$ cat src/shared/spp_params.svh
`ifndef SPP_PARAMS_SVH
`define SPP_PARAMS_SVH
// port control bit positions
`define SPP_CTL_W 8
`define SPP_CTL_CPOL 0
`define SPP_CTL_CPHA 1
`define SPP_CTL_MSTR 2
`define SPP_CTL_OPD 3
`define SPP_CTL_EN 4
`define SPP_CTL_SLAVE_OUT_DISABLE 5
`define SPP_CTL_RST 8'h00
// word, clock divider, flag count and buffer depth
`define SPP_WORD_W 8
`define SPP_BIT_CNT_W 4
`define SPP_BITS_PER_WORD 4'h8
`define SPP_DIV_W 8
`define SPP_DIV_RST 8'h01
`define SPP_FLAG_N 4
`define SPP_BUF_DEPTH 2
`endif

$ cat src/shared/spp_pkg.sv
package spp_pkg;
    typedef enum logic [1:0] {
        SPP_IDLE = 2'b00,
        SPP_LEAD = 2'b01,
        SPP_TRAIL = 2'b10,
        SPP_DONE = 2'b11
    } spp_state_t;
endpackage : spp_pkg

$ cat src/logic/spp_buf.sv
`include "spp_params.svh"
// two-entry buffer; a stalled reader holds the writer off
module spp_buf (
    input wire logic mclk_i,
    input wire logic rst_i,
    input wire logic in_valid_i,
    output logic in_ready_o,
    input wire logic [`SPP_WORD_W-1:0] in_data_i,
    output logic out_valid_o,
    input wire logic out_ready_i,
    output logic [`SPP_WORD_W-1:0] out_data_o
);
    logic [`SPP_WORD_W-1:0] mem_reg [`SPP_BUF_DEPTH];
    logic [`SPP_WORD_W-1:0] mem_next [`SPP_BUF_DEPTH];
    logic wr_reg, wr_next, rd_reg, rd_next;
    logic [1:0] cnt_reg, cnt_next;
    logic push, pop;

    // pointer and count update
    always_comb begin
        push = in_valid_i && (cnt_reg != 2'(`SPP_BUF_DEPTH));
        pop = out_valid_o && out_ready_i;
        mem_next = mem_reg;
        wr_next = wr_reg;
        rd_next = rd_reg;
        cnt_next = cnt_reg;
        if (push) begin
            mem_next[wr_reg] = in_data_i;
            wr_next = !wr_reg;
        end
        if (pop) begin
            rd_next = !rd_reg;
        end
        if (push && !pop) begin
            cnt_next = cnt_reg + 2'h1;
        end else if (pop && !push) begin
            cnt_next = cnt_reg - 2'h1;
        end
    end

    always_ff @(posedge mclk_i or posedge rst_i) begin
        if (rst_i) begin
            mem_reg <= '{default: '0};
            wr_reg <= 1'b0;
            rd_reg <= 1'b0;
            cnt_reg <= 2'h0;
        end else begin
            mem_reg <= mem_next;
            wr_reg <= wr_next;
            rd_reg <= rd_next;
            cnt_reg <= cnt_next;
        end
    end

    assign in_ready_o = (cnt_reg != 2'(`SPP_BUF_DEPTH));
    assign out_valid_o = (cnt_reg != 2'h0);
    assign out_data_o = mem_reg[rd_reg];
endmodule : spp_buf

$ cat src/logic/spp_core.sv
`include "spp_params.svh"
// Operation
// - one clock cycle per shifted bit
// - master clock runs only during word
// - slave ignores clock while select high
// - launch one edge, sample the other
// - polarity and phase pick transfer format
// - master drives clock, selectable rate
// - select low means chip selected
// - select low as master flags error
// - mosi out as master, in as slave
// - miso in as master, out as slave
// - open drain option on miso
// - bit 5 disables miso drive
// - flag outputs may select slave processor
// - each flag pin can be slave select
module spp_core (
    input wire logic mclk_i,
    input wire logic rst_i,
    input wire logic [`SPP_CTL_W-1:0] port_control_reg_i,
    input wire logic [`SPP_DIV_W-1:0] rate_div_i,
    input wire logic [`SPP_FLAG_N-1:0] flag_select_i,
    input wire logic tx_valid_i,
    output logic tx_ready_o,
    input wire logic [`SPP_WORD_W-1:0] tx_data_i,
    output logic rx_valid_o,
    input wire logic rx_ready_i,
    output logic [`SPP_WORD_W-1:0] rx_data_o,
    output logic busy_o,
    output logic multimaster_err_o,
    input wire logic err_clear_i,
    input wire logic serial_shift_clock_i,
    output logic serial_shift_clock_o,
    output logic serial_shift_clock_oe_o,
    input wire logic device_select_in_n_i,
    input wire logic mosi_i,
    output logic mosi_o,
    output logic mosi_oe_o,
    input wire logic miso_i,
    output logic miso_o,
    output logic miso_oe_o,
    output logic [`SPP_FLAG_N-1:0] flag_slave_select_out_n_o,
    output logic [`SPP_FLAG_N-1:0] flag_slave_select_out_oe_o
);
    logic cpol, cpha, mstr, open_drain_enable, en, slave_out_disable;
    spp_pkg::spp_state_t st_reg, st_next;
    logic [`SPP_WORD_W-1:0] sh_reg, sh_next, rxd_reg, rxd_next;
    logic [`SPP_BIT_CNT_W-1:0] bit_reg, bit_next;
    logic [`SPP_DIV_W-1:0] div_reg, div_next;
    logic sck_reg, sck_next, err_reg, err_next, rxv_reg, rxv_next;
    logic ss_reg, ss_next, out_reg, out_next;
    logic [2:0] sclk_s_reg, ds_s_reg;
    logic [1:0] mosi_s_reg, miso_s_reg;
    logic sclk_rise, sclk_fall, s_lead, s_trail, sin, sel_n, rx_ready;
    logic sel_end;

    // control fields from the port control word
    always_comb begin
        cpol = port_control_reg_i[`SPP_CTL_CPOL];
        cpha = port_control_reg_i[`SPP_CTL_CPHA];
        mstr = port_control_reg_i[`SPP_CTL_MSTR];
        open_drain_enable = port_control_reg_i[`SPP_CTL_OPD];
        en = port_control_reg_i[`SPP_CTL_EN];
        slave_out_disable = port_control_reg_i[`SPP_CTL_SLAVE_OUT_DISABLE];
    end

    // pin synchronisers; stage 0 only feeds stage 1
    always_ff @(posedge mclk_i or posedge rst_i) begin
        if (rst_i) begin
            sclk_s_reg <= 3'h0;
            ds_s_reg <= 3'h7;
            mosi_s_reg <= 2'h0;
            miso_s_reg <= 2'h0;
        end else begin
            sclk_s_reg <= {sclk_s_reg[1:0], serial_shift_clock_i};
            ds_s_reg <= {ds_s_reg[1:0], device_select_in_n_i};
            mosi_s_reg <= {mosi_s_reg[0], mosi_i};
            miso_s_reg <= {miso_s_reg[0], miso_i};
        end
    end

    // slave edges are masked while select is high
    always_comb begin
        sel_n = ds_s_reg[1];
        // only a release of select aborts; a taken word may wait for select
        sel_end = ds_s_reg[1] && !ds_s_reg[2];
        sclk_rise = sclk_s_reg[1] && !sclk_s_reg[2];
        sclk_fall = !sclk_s_reg[1] && sclk_s_reg[2];
        // leading edge depends on polarity
        s_lead = !sel_n && (cpol ? sclk_fall : sclk_rise);
        s_trail = !sel_n && (cpol ? sclk_rise : sclk_fall);
        // miso reaches the master two cycles late: divider needs two or more
        sin = mstr ? miso_s_reg[1] : mosi_s_reg[1];
    end

    // transfer engine; master ticks from divider, slave from pin edges
    always_comb begin
        st_next = st_reg;
        sh_next = sh_reg;
        rxd_next = rxd_reg;
        bit_next = bit_reg;
        div_next = div_reg;
        sck_next = sck_reg;
        err_next = err_reg;
        rxv_next = rxv_reg && !rx_ready;
        ss_next = ss_reg;
        out_next = out_reg;
        tx_ready_o = 1'b0;
        if (mstr && en && !sel_n) begin
            err_next = 1'b1;
        end else if (err_clear_i) begin
            err_next = 1'b0; // set wins over clear
        end
        case (st_reg)
            spp_pkg::SPP_IDLE: begin
                sck_next = cpol;
                ss_next = 1'b0;
                div_next = rate_div_i;
                bit_next = `SPP_BITS_PER_WORD;
                if (en && tx_valid_i && (!mstr || !err_reg)) begin
                    tx_ready_o = 1'b1;
                    sh_next = tx_data_i;
                    out_next = tx_data_i[`SPP_WORD_W-1];
                    ss_next = mstr;
                    st_next = spp_pkg::SPP_LEAD;
                end
            end
            spp_pkg::SPP_LEAD: begin
                // first half bit: phase 1 launches here
                if (mstr) begin
                    div_next = div_reg - `SPP_DIV_W'(1);
                end
                if (mstr ? (div_reg == '0) : s_lead) begin
                    div_next = rate_div_i;
                    if (mstr) begin
                        sck_next = !cpol;
                    end
                    if (cpha) begin
                        out_next = sh_reg[`SPP_WORD_W-1];
                    end else begin
                        sh_next = {sh_reg[`SPP_WORD_W-2:0], sin};
                    end
                    st_next = spp_pkg::SPP_TRAIL;
                end
                if (!mstr && sel_end) begin
                    st_next = spp_pkg::SPP_IDLE;
                end
            end
            spp_pkg::SPP_TRAIL: begin
                if (mstr) begin
                    div_next = div_reg - `SPP_DIV_W'(1);
                end
                if (mstr ? (div_reg == '0) : s_trail) begin
                    div_next = rate_div_i;
                    if (mstr) begin
                        sck_next = cpol;
                    end
                    if (cpha) begin
                        sh_next = {sh_reg[`SPP_WORD_W-2:0], sin};
                    end else begin
                        out_next = sh_reg[`SPP_WORD_W-1];
                    end
                    bit_next = bit_reg - `SPP_BIT_CNT_W'(1);
                    st_next = (bit_reg == `SPP_BIT_CNT_W'(1)) ?
                        spp_pkg::SPP_DONE : spp_pkg::SPP_LEAD;
                end
                if (!mstr && sel_end) begin
                    st_next = spp_pkg::SPP_IDLE;
                end
            end
            default: begin
                // hand the word on; waits while buffer is full
                if (rx_ready) begin
                    rxd_next = sh_reg;
                    rxv_next = 1'b1;
                    ss_next = 1'b0;
                    st_next = spp_pkg::SPP_IDLE;
                end
            end
        endcase
    end

    always_ff @(posedge mclk_i or posedge rst_i) begin
        if (rst_i) begin
            st_reg <= spp_pkg::SPP_IDLE;
            sh_reg <= '0;
            rxd_reg <= '0;
            bit_reg <= '0;
            div_reg <= `SPP_DIV_RST;
            sck_reg <= 1'b0;
            err_reg <= 1'b0;
            rxv_reg <= 1'b0;
            ss_reg <= 1'b0;
            out_reg <= 1'b0;
        end else begin
            st_reg <= st_next;
            sh_reg <= sh_next;
            rxd_reg <= rxd_next;
            bit_reg <= bit_next;
            div_reg <= div_next;
            sck_reg <= sck_next;
            err_reg <= err_next;
            rxv_reg <= rxv_next;
            ss_reg <= ss_next;
            out_reg <= out_next;
        end
    end

    // receive buffer so a stalled reader loses no word
    spp_buf u_rx_buf (
        .mclk_i(mclk_i),
        .rst_i(rst_i),
        .in_valid_i(rxv_reg),
        .in_ready_o(rx_ready),
        .in_data_i(rxd_reg),
        .out_valid_o(rx_valid_o),
        .out_ready_i(rx_ready_i),
        .out_data_o(rx_data_o)
    );

    // pin drivers; direction follows role
    always_comb begin
        serial_shift_clock_o = sck_reg;
        serial_shift_clock_oe_o = mstr && en;
        mosi_o = out_reg;
        mosi_oe_o = mstr && en;
        // open drain drives low only
        miso_o = open_drain_enable ? 1'b0 : out_reg;
        miso_oe_o = !mstr && en && !sel_n && !slave_out_disable
            && (!open_drain_enable || !out_reg);
        // any chosen flag drives select low in a word as master; as slave ss_reg stays low
        flag_slave_select_out_n_o = ~(flag_select_i & {`SPP_FLAG_N{ss_reg}});
        flag_slave_select_out_oe_o = flag_select_i;
        busy_o = (st_reg != spp_pkg::SPP_IDLE);
        multimaster_err_o = err_reg;
    end
endmodule : spp_core

$ cat config.mk
export PLATFORM = sky130hd
export DESIGN_NAME = spp_core
export DESIGN_NICKNAME = d
export VERILOG_FILES = /design/src/shared/spp_pkg.sv /design/src/logic/spp_buf.sv /design/src/logic/spp_core.sv
export VERILOG_INCLUDE_DIRS = /design/src /design/src/shared
export SDC_FILE = /design/constraint.sdc
export NUM_CORES = 1
export LEC_CHECK = 0
export BUFFER_PORTS_ARGS = -buffer_cell sky130_fd_sc_hd__buf_4
export CAP_MARGIN = 15
export CORE_UTILIZATION = 55
export DETAILED_ROUTE_END_ITERATION = 10
export GPL_TIMING_DRIVEN = 0
export PLACE_DENSITY_LB_ADDON = 0.12
export SYNTH_ARGS = -nofsm -noshare
export SYNTH_HDL_FRONTEND = slang
export SYNTH_SLANG_ARGS = --single-unit
$ cat constraint.sdc
create_clock -name mclk_i -period 2.8 [get_ports mclk_i]
set_input_delay 0.56 -clock mclk_i [delete_from_list [all_inputs] [get_ports mclk_i]]
set_output_delay 0.56 -clock mclk_i [all_outputs]
set_load 0.005 [all_outputs]
==> results.txt <==
RR Startpoint: div_reg[2]
Hold-fix buffers, CTS: 0
Hold Fails Final Rpt: 0
Peak VDD IR: 0.545 mV
Source of the worst hold timing path: mosi_i
Setup Buffers After CTS: 0
Vias in the first global route: 2302
Area contributors post-synth: dfrtp_1 (48%), mux2_2 (13%), ha_1 (3.5%), dfstp_2 (3.3%), nand2_1 (3.2%)
EDFF count, synth: 0
Clock Skew: 0.00709 ns
Cts bufs inserted: 9
Comb pwr share: 44.6%
Worst endpoint data arrival time: 2.71 ns
Sw Ratio: 36.3%
Least-Margin Pin Slew: 0.799 ns
Initial antenna violation count: 0
Post-route DRC: 0
Max reg flops: 16
Nets: 399
Placed standard-cell area: 3730 um^2
Core region area: 5540 um^2
Net Count, Synth: 327
CTS Sinks: 65
Synth top area share: 48.1%
Clk root buf: clkbuf_8
Post-cts resize count: 0
Antenna diodes: 0
Status: complete, no violations
Mean post-synth cell area: 11.3 um^2
Top post-synthesis cells by count: dfrtp_1 (61), mux2_2 (37), nand2_1 (27), nor2_1 (22), inv_1 (16)
Min-delay worst type: primary input to flip-flop
Initial cell density of the core: 57.3%
Slew HR: 46.7%
Clk pwr share: 18.9%
Fraction of registers with async set/reset: 100%
TritonCTS clock tree: yes
Gr usage total: 23.1%
Ys Warns: 0
Layout cell share with drive strength beyond 1: 37.2%
Routability cong.: 0.829
# port buffers: 60
Crit Path Max Fanout: 7
Vias: 2371
Post-synth top flop: dfrtp_1
Clock transition at the registers of the reported paths: 0.07 ns
Die Span Y: 78.0 um
# IOs: 63
Post-Syn Instances: 281
Sw Pwr: 1.60 mW
Final period utilization: 88.8%
LEAKAGE: 1.79 nW
Final setup vio count: 0
Cell Area, Synth: 3170 um^2
Synthesis-to-finish area growth: 24.4%
Count leader, synth: dfrtp_1
First-pass GRT wire length: 10.7 mm
Row cnt: 27
Fmax: 402 MHz
Crit path from: div_reg[2]
Final worst path period need: 2.49 ns
Sequential cell area fraction in the yosys report: 51.4%
Routed WL per cell: 14.6 um
Drt pass-1 iters: 4
Total gr overflow: 0
Internal power: 2.80 mW
Via density: 5.51
PD cells: 1120 nW/um^2
CTS Buffer Depth: 2
Die area: 6080 um^2
Worst setup SP type: flip-flop
Max-cap check violation count: 0
CP Class: flip-flop to flip-flop
Fin. max-slew vios: 0
Starting DRT DRC Count: 120
Top cell type by total area after synthesis: dfrtp_1
Final Cell Area: 3950 um^2
Sequential share of power: 36.5%
Data required time of the worst path: 3.02 ns
H-tree depth: 3
Die Wd: 78.0 um
Nature of the critical path endpoint: flip-flop
Worst-skew pair later-pin latency: 0.34 ns
RSZ-0062 raised after global routing: no
Worst hold margin: 0.324 ns
DP HPWL: 4.53 mm
Final antenna-violating net count: 0
Final wirelength: 6.28 mm
Register bit total from synthesis: 65
Largest net degree at the start of global routing: 38
Yosys cell types: 44
==> final timing paths <==
kind	end	slack, ns	cells past startpoint
worst max-delay path	mosi_o	0.31	5
worst min-delay path	mosi_s_reg[0]	0.32	1
worst max register to register	mosi_o	0.31	5
worst min register to register	sclk_s_reg[1]	0.35	0
max in group asynchronous	ds_s_reg[1]	1.72	3
min in group asynchronous	u_rx_buf.wr_reg	0.38	2
==> metal layers <==
layer	global-route usage, %	part of all wire (%)	up-vias
met5	0	0	-
met4	11.5	1.8	0
met3	4.12	4.8	10
met2	34.5	45	67
met1	32.6	48	1151
li1	-	-	1143
==> cells by family (layout without fill, tap and decap cells) <==
logic type | Yosys count | in the layout | synth area share [%]
AOI/OAI and AO/OA | 46 | 46 | 10.1
xor gates and xnor gates | 8 | 8 | 2.21
adders and majority gates | 9 | 9 | 3.55
buffers and inverters | 26 | 103 | 3.71
DFF | 65 | 65 | 51.4
muxes | 46 | 46 | 16.0
and+or+nand+nor | 81 | 81 | 13.1
==> cell type report <==
type	instances	area, um^2
Sequential cell	65	1630
Fill cell	412	1590
Multi-Input combinational cell	190	1420
Timing Repair Buffer	61	470
Clock buffer	11	151
Tap cell	72	90.1
Clock inverter	5	62.6
Inverter	16	60.1
Buffer	10	57.6
==> critical path, cell delays in order (launching register included) <==
cell	delay [ns]
dfrtp_1	0.44
or4_4	0.60
nor4_1	0.39
nor2_1	0.20
nor4_1	0.38
mux2_2	0.38
==> layout by cell type (no fill, tap or decap), drive strengths merged, types with 2 or more instances in the layout <==
cell type / count
mux2: 37
clkbuf: 15
mux2i: 9
nand2b: 2
and3b: 2
xnor2: 4
o311ai: 4
o31ai: 4
a21oi: 11
buf: 67
dfstp: 4
dfrtp: 61
o211ai: 2
o21a: 3
nand3: 6
nor4: 5
nor3b: 4
or3: 2
nor3: 2
ha: 9
or4: 2
inv: 17
a22oi: 3
clkinvlp: 2
nand2: 27
nor2b: 2
xor2: 4
nor2: 22
o21ai: 11
==> power by group through the flow <==
stage / registers, mW / clock network [mW] / logic (mW)
global route: 1.66 / 0.885 / 2.20
detailed placement: 1.62 / 0 / 1.96
CTS: 1.61 / 0.850 / 1.97
global placement: 1.60 / 0 / 1.91
floorplan: 1.53 / 0 / 1.44
finish: 1.61 / 0.832 / 1.96
==> through the flow <==
| step | std cells | setup WS [ns] | util, % | setup TNS (ns) | power, mW |
|---|---|---|---|---|---|
| 5_1_grt | 430 | 0.120 | 71.3 | 0 | 4.74 |
| 3_5_place_dp | 414 | 0.0337 | 67.4 | 0 | 3.58 |
| 2_1_floorplan | 281 | 0.590 | - | 0 | 2.97 |
| 6_report | 430 | 0.314 | 71.3 | 0 | 4.40 |
| 3_3_place_gp | 413 | -0.156 | 67.0 | -9.34 | 3.50 |
| 4_1_cts | 430 | 0.330 | 71.3 | 0 | 4.43 |
(Power assumes the default switching activity.)
